$ cat src/igc_map.vh
// Address map, storage layout and encodings for the group and clear-pending registers.
`ifndef IGC_MAP_VH
`define IGC_MAP_VH

// Register bank base offsets; each bank is a run of aligned 32-bit words.
`define IGC_GRP_BASE     16'h0080
`define IGC_EGRP_BASE    16'h1000
`define IGC_ECLR_BASE    16'h1800
`define IGC_MOD_BASE     16'h0d00
`define IGC_REGION_MASK  16'hfff0

// Storage sizes: four words per range, banked word zero for eight elements.
`define IGC_NORM_REGS    6'h04
`define IGC_EXT_REGS     6'h04
`define IGC_PE_BANKS     4'h8
`define IGC_MEM_WORDS    18
`define IGC_MEM_AW       5
`define IGC_NORM_IDS     96
`define IGC_EXT_IDS      128
`define IGC_CODE_IDS     224

// Storage word indices; a bank index is added to the base.
`define IGC_W_NORM       5'h07
`define IGC_W_EXT        5'h0b
`define IGC_W_MOD        5'h0e
`define IGC_W_NORM_LO    8
`define IGC_W_EXT_LO     11
`define IGC_W_MOD_LO     15

// Reset value and all-ones mask word.
`define IGC_RESET_WORD   32'h00000000
`define IGC_ONES_WORD    32'hffffffff

// Two-bit group selection codes, modifier bit first.
`define IGC_G0S          2'h0
`define IGC_NONSECURE_GROUP_ONE         2'h1
`define IGC_G1S          2'h2

`endif

$ cat src/igc_word_bank.v
// Word store for group status and modifier bits with masked writes and registered reads.
`timescale 1ns/10ps
`include "igc_map.vh"

module igc_word_bank (
  clk,
  reset,
  wr_en,
  wr_addr,
  wr_mask,
  wr_data,
  rd_addr,
  rd_data,
  words_flat
);
  input  wire                                clk;
  input  wire                                reset;
  input  wire                                wr_en;
  input  wire [`IGC_MEM_AW-1:0]              wr_addr;
  input  wire [31:0]                         wr_mask;
  input  wire [31:0]                         wr_data;
  input  wire [`IGC_MEM_AW-1:0]              rd_addr;
  output reg  [31:0]                         rd_data;
  output reg  [`IGC_MEM_WORDS*32-1:0]        words_flat;

  genvar i;

  // Each word updates only the bits selected by the mask, so hidden bits keep their value.
  generate
    for (i = 0; i < `IGC_MEM_WORDS; i = i + 1) begin : g_word
      always @(posedge clk or posedge reset) begin
        if (reset) begin
          words_flat[i*32 +: 32] <= `IGC_RESET_WORD;
        end else if (wr_en && (wr_addr == i)) begin
          words_flat[i*32 +: 32] <= (words_flat[i*32 +: 32] & ~wr_mask) | (wr_data & wr_mask);
        end
      end
    end
  endgenerate

  // Read data is sampled every cycle from the addressed word.
  always @(posedge clk or posedge reset) begin
    if (reset) begin
      rd_data <= `IGC_RESET_WORD;
    end else if (rd_addr < `IGC_MEM_WORDS) begin
      rd_data <= words_flat[rd_addr*32 +: 32];
    end else begin
      rd_data <= `IGC_RESET_WORD;
    end
  end

endmodule

$ cat src/igc_group_pend.v
// Group status, group modifier and extended clear-pending register logic.
`timescale 1ns/10ps
`include "igc_map.vh"

module igc_group_pend (
  clk,
  reset,
  acc_valid,
  acc_write,
  acc_addr,
  acc_wdata,
  acc_secure,
  acc_pe_num,
  acc_busy,
  acc_ready,
  acc_rdata,
  security_disable,
  are_secure,
  are_nonsecure,
  extended_shared_present,
  extended_shared_range,
  interrupt_lines_field,
  ext_pending,
  ext_sw_pending,
  ext_level,
  ext_line,
  ext_pending_clear,
  group_code,
  pe_group_bank
);
  input  wire                        clk;
  input  wire                        reset;
  input  wire                        acc_valid;
  input  wire                        acc_write;
  input  wire [15:0]                 acc_addr;
  input  wire [31:0]                 acc_wdata;
  input  wire                        acc_secure;
  input  wire [3:0]                  acc_pe_num;
  output wire                        acc_busy;
  output wire                        acc_ready;
  output wire [31:0]                 acc_rdata;
  input  wire                        security_disable;
  input  wire                        are_secure;
  input  wire                        are_nonsecure;
  input  wire                        extended_shared_present;
  input  wire [4:0]                  extended_shared_range;
  input  wire [4:0]                  interrupt_lines_field;
  input  wire [`IGC_EXT_IDS-1:0]     ext_pending;
  input  wire [`IGC_EXT_IDS-1:0]     ext_sw_pending;
  input  wire [`IGC_EXT_IDS-1:0]     ext_level;
  input  wire [`IGC_EXT_IDS-1:0]     ext_line;
  output wire [`IGC_EXT_IDS-1:0]     ext_pending_clear;
  output wire [`IGC_CODE_IDS*2-1:0]  group_code;
  output wire [`IGC_PE_BANKS*32-1:0] pe_group_bank;

  // One-hot access states.
  localparam [2:0] ST_IDLE = 3'h1;
  localparam [2:0] ST_READ = 3'h2;
  localparam [2:0] ST_DONE = 3'h4;
  localparam       IX_IDLE = 0;
  localparam       IX_DONE = 2;

  reg  [2:0]                  state_reg;
  reg  [2:0]                  state_next;
  reg  [31:0]                 rdata_reg;
  reg  [31:0]                 rmask_reg;
  reg  [31:0]                 rpend_reg;
  reg                         rsel_pend_reg;
  reg                         rwrite_reg;
  reg  [`IGC_EXT_IDS-1:0]     clear_reg;
  reg  [`IGC_EXT_IDS-1:0]     clear_next;
  reg  [`IGC_MEM_AW-1:0]      mem_idx;
  reg  [31:0]                 mask;
  reg                         sel_pend;
  reg                         sel_mem;

  wire [`IGC_MEM_WORDS*32-1:0] words_flat;
  wire [31:0]                  mem_rdata;
  wire [1:0]                   idx;
  wire [5:0]                   lines_cnt;
  wire [5:0]                   range_cnt;
  wire [5:0]                   norm_impl;
  wire [5:0]                   ext_impl;
  wire                         nsec_block;
  wire                         pe_ok;
  wire                         ext_ok;
  wire                         take;
  wire [31:0]                  cur_word;
  wire [31:0]                  are_vec;
  wire [31:0]                  sec_blk;
  wire [31:0]                  pend_word;
  wire [31:0]                  lvl_word;
  wire [31:0]                  line_word;
  wire [31:0]                  sw_word;
  wire [31:0]                  clr_word;
  wire [`IGC_CODE_IDS-1:0]     grp_all;
  wire [`IGC_CODE_IDS-1:0]     mod_all;
  reg  [`IGC_CODE_IDS*2-1:0]   code_reg;

  // A request is taken only while idle; the requester sees busy otherwise.
  assign take     = acc_valid & state_reg[IX_IDLE];
  assign acc_busy = ~state_reg[IX_IDLE];
  assign acc_ready = state_reg[IX_DONE];
  assign acc_rdata = rdata_reg;
  assign idx      = acc_addr[3:2];

  // Implemented register counts, capped at the storage that exists.
  assign lines_cnt = {1'b0, interrupt_lines_field} + 6'h01;
  assign range_cnt = {1'b0, extended_shared_range} + 6'h01;
  assign norm_impl = (lines_cnt > `IGC_NORM_REGS) ? `IGC_NORM_REGS : lines_cnt;
  assign ext_impl  = (range_cnt > `IGC_EXT_REGS) ? `IGC_EXT_REGS : range_cnt;

  // Secure-only state is hidden from non-secure accesses unless security is disabled.
  assign nsec_block = ~security_disable & ~acc_secure;
  assign pe_ok      = ({1'b0, acc_pe_num} < {1'b0, `IGC_PE_BANKS});
  assign ext_ok     = extended_shared_present & ({4'h0, idx} < ext_impl);

  // Word index in storage for the addressed register.
  always @* begin
    mem_idx  = `IGC_W_NORM;
    sel_pend = 1'b0;
    sel_mem  = 1'b0;
    if ((acc_addr & `IGC_REGION_MASK) == `IGC_GRP_BASE) begin
      sel_mem = 1'b1;
      if (idx == 2'h0) begin
        mem_idx = {2'h0, acc_pe_num[2:0]};
      end else begin
        mem_idx = `IGC_W_NORM + {3'h0, idx};
      end
    end else if ((acc_addr & `IGC_REGION_MASK) == `IGC_EGRP_BASE) begin
      sel_mem = 1'b1;
      mem_idx = `IGC_W_EXT + {3'h0, idx};
    end else if ((acc_addr & `IGC_REGION_MASK) == `IGC_ECLR_BASE) begin
      sel_pend = 1'b1;
      mem_idx  = `IGC_W_EXT + {3'h0, idx};
    end else if ((acc_addr & `IGC_REGION_MASK) == `IGC_MOD_BASE) begin
      sel_mem = 1'b1;
      mem_idx = `IGC_W_MOD + {3'h0, idx};
    end
  end

  // Group bits of the addressed word decide each bit's security state.
  assign cur_word = words_flat[mem_idx*32 +: 32];

  // Affinity routing per bit, chosen by the security state that its group bit gives.
  assign are_vec = security_disable ? {32{are_secure}} :
                   ((cur_word & {32{are_nonsecure}}) | (~cur_word & {32{are_secure}}));

  // Secure interrupts are those in group zero.
  assign sec_blk = nsec_block ? ~cur_word : `IGC_RESET_WORD;

  // Visible-bit mask for the access; zero bits read as zero and ignore writes.
  always @* begin
    mask = `IGC_RESET_WORD;
    if ((acc_addr & `IGC_REGION_MASK) == `IGC_GRP_BASE) begin
      if (({4'h0, idx} < norm_impl) && !nsec_block) begin
        if (idx != 2'h0) begin
          mask = `IGC_ONES_WORD;
        end else if (pe_ok) begin
          mask = ~are_vec;
        end
      end
    end else if ((acc_addr & `IGC_REGION_MASK) == `IGC_EGRP_BASE) begin
      if (ext_ok) begin
        mask = are_vec & ~sec_blk;
      end
    end else if ((acc_addr & `IGC_REGION_MASK) == `IGC_ECLR_BASE) begin
      if (ext_ok) begin
        mask = are_vec & ~sec_blk;
      end
    end else if ((acc_addr & `IGC_REGION_MASK) == `IGC_MOD_BASE) begin
      if ((idx != 2'h0) && ({4'h0, idx} < norm_impl) && are_secure &&
          !security_disable && acc_secure) begin
        mask = `IGC_ONES_WORD;
      end
    end
  end

  // Pending state of the addressed extended word.
  assign pend_word = ext_pending[idx*32 +: 32];
  assign lvl_word  = ext_level[idx*32 +: 32];
  assign line_word = ext_line[idx*32 +: 32];
  assign sw_word   = ext_sw_pending[idx*32 +: 32];

  // Input-held level interrupts are not cleared, every other written one that is pending and visible is.
  assign clr_word = acc_wdata & mask & pend_word &
                    ~(lvl_word & line_word & ~sw_word);

  // Clear pulses go only to the word that the write addressed.
  genvar w;
  generate
    for (w = 0; w < `IGC_EXT_REGS; w = w + 1) begin : g_clr
      always @* begin
        clear_next[w*32 +: 32] = `IGC_RESET_WORD;
        if (take && acc_write && sel_pend && (idx == w)) begin
          clear_next[w*32 +: 32] = clr_word;
        end
      end
    end
  endgenerate

  // Storage of group status and modifier words.
  igc_word_bank u_bank (
    .clk        (clk),
    .reset      (reset),
    .wr_en      (take & acc_write & sel_mem),
    .wr_addr    (mem_idx),
    .wr_mask    (mask),
    .wr_data    (acc_wdata),
    .rd_addr    (mem_idx),
    .rd_data    (mem_rdata),
    .words_flat (words_flat)
  );

  // Access sequencer: take, read, answer, back to idle.
  always @* begin
    state_next = state_reg;
    case (state_reg)
      ST_IDLE: begin
        if (acc_valid) begin
          state_next = ST_READ;
        end
      end
      ST_READ: begin
        state_next = ST_DONE;
      end
      ST_DONE: begin
        state_next = ST_IDLE;
      end
      default: begin
        state_next = ST_IDLE;
      end
    endcase
  end

  // Sequencer state and the details of the taken request.
  always @(posedge clk or posedge reset) begin
    if (reset) begin
      state_reg     <= ST_IDLE;
      rmask_reg     <= `IGC_RESET_WORD;
      rpend_reg     <= `IGC_RESET_WORD;
      rsel_pend_reg <= 1'b0;
      rwrite_reg    <= 1'b0;
      clear_reg     <= {`IGC_EXT_IDS{1'b0}};
    end else begin
      state_reg <= state_next;
      clear_reg <= clear_next;
      if (take) begin
        rmask_reg     <= mask;
        rpend_reg     <= pend_word & mask;
        rsel_pend_reg <= sel_pend;
        rwrite_reg    <= acc_write;
      end
    end
  end

  // Read data is formed once the stored word is out of the bank.
  always @(posedge clk or posedge reset) begin
    if (reset) begin
      rdata_reg <= `IGC_RESET_WORD;
    end else if (state_reg == ST_READ) begin
      if (rwrite_reg) begin
        rdata_reg <= `IGC_RESET_WORD;
      end else if (rsel_pend_reg) begin
        rdata_reg <= rpend_reg;
      end else begin
        rdata_reg <= mem_rdata & rmask_reg;
      end
    end
  end

  assign ext_pending_clear = clear_reg;

  // Shared interrupts in order: normal words 1 to 3, then extended words.
  assign grp_all = {words_flat[`IGC_W_EXT*32 +: `IGC_EXT_IDS],
                    words_flat[`IGC_W_NORM_LO*32 +: `IGC_NORM_IDS]};
  assign mod_all = {{`IGC_EXT_IDS{1'b0}},
                    words_flat[`IGC_W_MOD_LO*32 +: `IGC_NORM_IDS]};

  // Group code per interrupt, registered so a change lands in one step.
  genvar b;
  generate
    for (b = 0; b < `IGC_CODE_IDS; b = b + 1) begin : g_code
      wire are_b;
      assign are_b = security_disable ? are_secure :
                     (grp_all[b] ? are_nonsecure : are_secure);
      always @(posedge clk or posedge reset) begin
        if (reset) begin
          code_reg[b*2 +: 2] <= `IGC_G0S;
        end else if (mod_all[b] && are_b && !grp_all[b]) begin
          code_reg[b*2 +: 2] <= `IGC_G1S;
        end else if (grp_all[b]) begin
          code_reg[b*2 +: 2] <= `IGC_NONSECURE_GROUP_ONE;
        end else begin
          code_reg[b*2 +: 2] <= `IGC_G0S;
        end
      end
    end
  endgenerate

  assign group_code = code_reg;

  // Banked group word zero of each element is the redistributor copy.
  assign pe_group_bank = words_flat[`IGC_PE_BANKS*32-1:0];

endmodule

$ cat config.mk
export PLATFORM = sky130hd
export DESIGN_NAME = igc_group_pend
export DESIGN_NICKNAME = d
export VERILOG_FILES = /design/src/igc_word_bank.v /design/src/igc_group_pend.v
export VERILOG_INCLUDE_DIRS = /design/src
export SDC_FILE = /design/constraint.sdc
export NUM_CORES = 2
export LEC_CHECK = 0
export ABC_AREA = 1
export BUFFER_PORTS_ARGS = -buffer_cell sky130_fd_sc_hd__buf_4
export CAP_MARGIN = 15
export CORE_AREA = 5 5 557 559
export DETAILED_ROUTE_END_ITERATION = 8
export DIE_AREA = 0 0 562 564
export PLACE_DENSITY = 0.38
export RECOVER_POWER = 25
export SYNTH_ARGS = -nofsm -noshare
export SYNTH_HDL_FRONTEND = slang
export SYNTH_HIERARCHICAL = 1
export SYNTH_SLANG_ARGS = --single-unit
export TNS_END_PERCENT = 1
$ cat constraint.sdc
create_clock -name clk -period 28.1 [get_ports clk]
set_input_delay 1.405 -clock clk [delete_from_list [all_inputs] [get_ports clk]]
set_output_delay 1.405 -clock clk [all_outputs]
set_load 0.005 [all_outputs]
[After elaboration in Yosys (flattened, before gate mapping)]
Index checks and enable logic that the tools add are counted.
W data, S select, Z words.
Word-level totals
  register bits after elaboration: 1285
  bits of input ports: 583
  output and inout port bits: 866
  logic and storage cells: 1222
Cells by class
  $add $sub $neg: 5
  $lt $le $gt $ge: 6
  eq/ne operators: 27
  shift operators: 5
  multiplexer cells: 546
  bitwise operators: 61
  reduce and logical (&&, ||, !) cells: 322
Operators with widths (number)
  $and A32 B32 Y32: 28
  $or A32 B32 Y32: 19
  $mux W32: 18
  $shiftx A576 B11 Y32: 1
  $shiftx A128 B8 Y32: 4
  $mux W1: 423
  $logic_and A1 B1 Y1: 221
  $mux W2: 96
  $not A32 Y32: 6
  $logic_not A1 Y1: 98
  $eq A5 B4 Y1 const B: 8
  $eq A12 B9 Y1 const B: 2
  $eq A5 B3 Y1 const B: 4
  $mux W5: 4
  $add A5 B1 Y6 const B: 2
  $eq A12 B4 Y1 const B: 1
  $eq A12 B8 Y1 const B: 1
  $gt A6 B3 Y1 const B: 2
  $lt A2 B6 Y1: 2
  $mux W6: 2
  $add A4 B2 Y5 const A: 2
  $eq A5 B2 Y1 const B: 2
  $eq A5 B5 Y1 const B: 2
  $pmux W3 S2: 1
  other kinds (16): 23

[Logic depth before layout (Yosys ltp)]
  depth after elaboration: 19
  mapped depth: 34
  gate-level depth less buffers: 30

[By module]
Netlist, hierarchy kept.
By module, submodules not included
  igc_group_pend: instances 1, cells an instance 4155, area an instance 30514.3 µm², seq. area each 13739.4 µm²
  igc_word_bank: instances 1, cells an instance 4161, area an instance 30480.5 µm², seq. area each 15214.6 µm²

[Worst setup path after synthesis]
OpenSTA, ideal clock, no wires.
  path kind: in2reg
  start point: input port acc_addr[2]
  end point: register with a tool-made name
  library setup time: 136 ps
  arrival time: 5111 ps
  data required time: 27964 ps
  setup slack: 22853 ps
  stages on the path: 31
  buffers on the path: 7
  path through: buf_2 -> inv_1 -> clkbuf_1 -> clkbuf_1 -> ha_1 -> buf_2 -> o21a_1 -> nand3_1 -> nand4_2 -> buf_2 -> nand2_1 -> nand2_1 -> nand2_1 -> nand2_1 -> inv_1 -> nand2_1 -> nand2_1 -> nand3_1 -> nand2_1 -> nand2_1 -> nand2_1 -> nand2_1 -> nand2_1 -> nand2_1 -> nand2_1 -> a21boi_0 -> clkbuf_1 -> clkbuf_1 -> nand2_1 -> nand2_1 -> o21ai_0
RTL lines
  start: declaration: line igc_group_pend.v:35  | input wire [15:0] acc_addr;

==> impl_metrics.json <==
{
  "outcome": "complete, but fails checks",
  "failed_checks": "max-capacitance violations, max-slew violations",
  "cts_tree": "built",
  "p_int_w": 0.00303,
  "cts-resized-gates": 0,
  "worstMarginPinSlew_ns": 7.04,
  "rows": 203,
  "finalNetCount": 9843,
  "worst_ir_drop_vdd_mv": 0.0475,
  "clkSinkCount": 1157,
  "core_area_um2": 305000,
  "fp.dieH_um": 564,
  "gp_congestion": 1.02,
  "syn2layout_area_growth_pct": 29.9,
  "hold_violations": 0,
  "layout_commonest_cell": "nand2_1",
  "design_area_um2": 79200,
  "slew_headroom_pct": -369,
  "crit_top_cell": "buf_4",
  "synth-edff-count": 0,
  "drt_wl_total_um": 426000,
  "dp_hpwl_um": 320000,
  "drt.antenna.violating_nets": 0,
  "top_level_ports": 1449,
  "p_per_area_nw_per_um2": 51.7,
  "drv_cap": 14,
  "root_buffer": "clkbuf_16",
  "n_fill_cell": 33500,
  "slowest_stage": "clkbuf_1",
  "hold_class": "reg2reg",
  "fin_crit_ns": 11.13,
  "clock_latency_ns": 0.86,
  "avgViaCountPerCell": 4.83,
  "route.detailed.drc": 0,
  "final-setup-viol-count": 0,
  "switching_share_pct": 26.0,
  "crit_path_start_kind": "input pin",
  "drt-wirelength-per-cell_um": 31.8,
  "grt-ovfl-total": 0,
  "io_buffers": 1318,
  "die_w_um": 562,
  "grt_max_degree": 128,
  "async_flop_share_pct": 100,
  "worstPathCellList": "clkbuf_1 -> clkinvlp_2 -> clkbuf_1 -> buf_4 -> buf_4 -> buf_4",
  "synth_warnings": 6,
  "placed_area_um2": 74000,
  "htreeDepth": 4,
  "antenna_found_initial": 108,
  "synth.ff_latch_count": 1157,
  "cp.arrival_ns": 11.89,
  "ys_top_cells_by_area": "dfrtp_1 47%, nand2_1 17%, nand3_1 8.6%",
  "track_usage_pct": 25.6,
  "drt_iter0_markers": 7461,
  "drv_slew": 727,
  "end_kind": "asynchronous set/reset pin",
  "grt_first_pass_wirelength_um": 562000,
  "p_clk_share_pct": 50.9,
  "synth_flop_cell": "dfrtp_1",
  "synth_area_um2": 61000,
  "leakagePower_nw": 37.7,
  "syn_area_per_cell_um2": 7.33,
  "seqPwrFrac_pct": 41.7,
  "p_switching_w": 0.00106,
  "critPathMaxFanout": 114,
  "fin_crit_sh_pct": 39.6,
  "dieArea_um2": 317000,
  "rsz0062_at_grt": "no",
  "cts_setup_buffers": 0,
  "synth_largest_area_cell": "dfrtp_1",
  "synthDistinctLibCells": 51,
  "synth_cells": 8316,
  "detailroute.via_count": 64800,
  "ys_seq_area_share_pct": 47.5,
  "cts_made_buffers": 154,
  "layout-drive-gt1-share_pct": 19.4,
  "dr.pass1.iters": 7,
  "clock_path_buffers": 4,
  "clock_skew_ns": 0.0700,
  "synth_top_area_share_pct": 47.4,
  "worst_ep_required_time_ns": 28.86,
  "p_comb_share_pct": 7.4,
  "clkTransAtPathRegs_ns": 0.06,
  "fin_setup_tns_ns": 0,
  "grt_pass1_vias": 60200,
  "start_util_pct": 20.0,
  "critPathMaxStageDelay_ns": 5.05,
  "most-common-layout-cells": "2,739 x nand2_1, 1,445 x buf_4, 1,156 x dfrtp_1",
  "seqCellArea_um2": 29000,
  "multi_input_area_um2": 26700,
  "max_freq_ghz": 0.0899,
  "hold_buffers": 0,
  "critPathKind": "in2async"
}
## cells in the mapped netlist (4+ instances only)
master / number
nor3_1: 38
buf_2: 212
nor2_4: 8
a21oi_1: 359
o211ai_1: 4
nand2_1: 2745
nand2_2: 5
a21boi_0: 35
o311ai_0: 10
nor3b_1: 14
inv_1: 607
nand4_1: 91
nor2_1: 471
o22ai_1: 32
ha_1: 11
clkbuf_1: 376
clkinv_1: 4
nor2_2: 11
a31oi_1: 229
buf_6: 15
o21ai_0: 352
dfrtp_1: 1156
nand2_4: 4
buf_4: 148
nand3_2: 6
nand4_2: 9
buf_1: 56
inv_2: 10
nand3_1: 1052
o21ai_1: 180
o31ai_1: 40
## cells by family (layout without fill, tap and decap cells)
logic type	after synthesis	count (layout)	share of synthesized area (%)
and+or+nand+nor	4463	4463	30.7
other	1	170	0.00615
adders and majority gates	11	11	0.226
xor gates and xnor gates	4	4	0.0574
AOI/OAI and AO/OA	1251	1251	11.3
DFF	1157	1157	47.5
buffers and inverters	1429	2353	10.3
## metal layers
metal / global-route usage [%] / vias up / part of all wire, %
met5: 0 / - / 0.039
met4: 10.9 / 26 / 4.9
met3: 5.83 / 596 / 8.5
met2: 39.7 / 3590 / 44
met1: 34.3 / 32000 / 42
li1: - / 28600 / -
## path summary, 6_finish.rpt
path | startpoint | endpoint | slack (ns) | cells after the start
max in group clk | acc_addr[2] | register | 20.07 | 25
max | reset | asynchronous set/reset pin | 16.97 | 6
min in group asynchronous | reset | asynchronous set/reset pin | 1.70 | 2
max reg2reg | state_reg[0]$_DFFE_PP1P_ | register | 20.87 | 13
min reg2reg | register | group_code[362]$_DFF_PP0_ | 0.38 | 0
min | register | group_code[362]$_DFF_PP0_ | 0.38 | 0
## final cells by class
cell class / count / area share (%)
Clock inverter: 50 / 0.839
Clock buffer: 224 / 5.73
Antenna cell: 42 / 0.133
Sequential cell: 1157 / 36.5
Multi-Input combinational cell: 5857 / 33.7
Timing Repair Buffer: 1457 / 13.8
Inverter: 622 / 2.99
Tap cell: 3997 / 6.31
## critical path: cells and delay by family
family                 cells  cell delay, ns
buffers and inverters      6           10.11
## power by group through the flow
| stage | logic, W | clock network, W | registers [W] |
|---|---|---|---|
| 2_1_floorplan | 0.000140 | 0 | 0.00174 |
| 3_3_place_gp | 0.000303 | 0 | 0.00174 |
| 3_5_place_dp | 0.000306 | 0 | 0.00174 |
| 4_1_cts | 0.000307 | 0.00214 | 0.00171 |
| 5_1_grt | 0.000329 | 0.00219 | 0.00171 |
| 6_report | 0.000303 | 0.00208 | 0.00171 |
## metrics by stage
step           instances  setup slack [ns]  util, %  hold WS [ns]  power [W]
2_1_floorplan       8443              9.67        -         0.369    0.00188
3_3_place_gp       13100             19.42     24.3         0.387    0.00204
3_5_place_dp       13100             19.30     24.3         0.389    0.00204
4_1_cts            13400             20.19     26.0         0.367    0.00415
5_1_grt            13400             15.11     26.0         0.394    0.00423
6_report           13400             16.97     26.0         0.381    0.00409
Power figures use the tool's default switching activity.
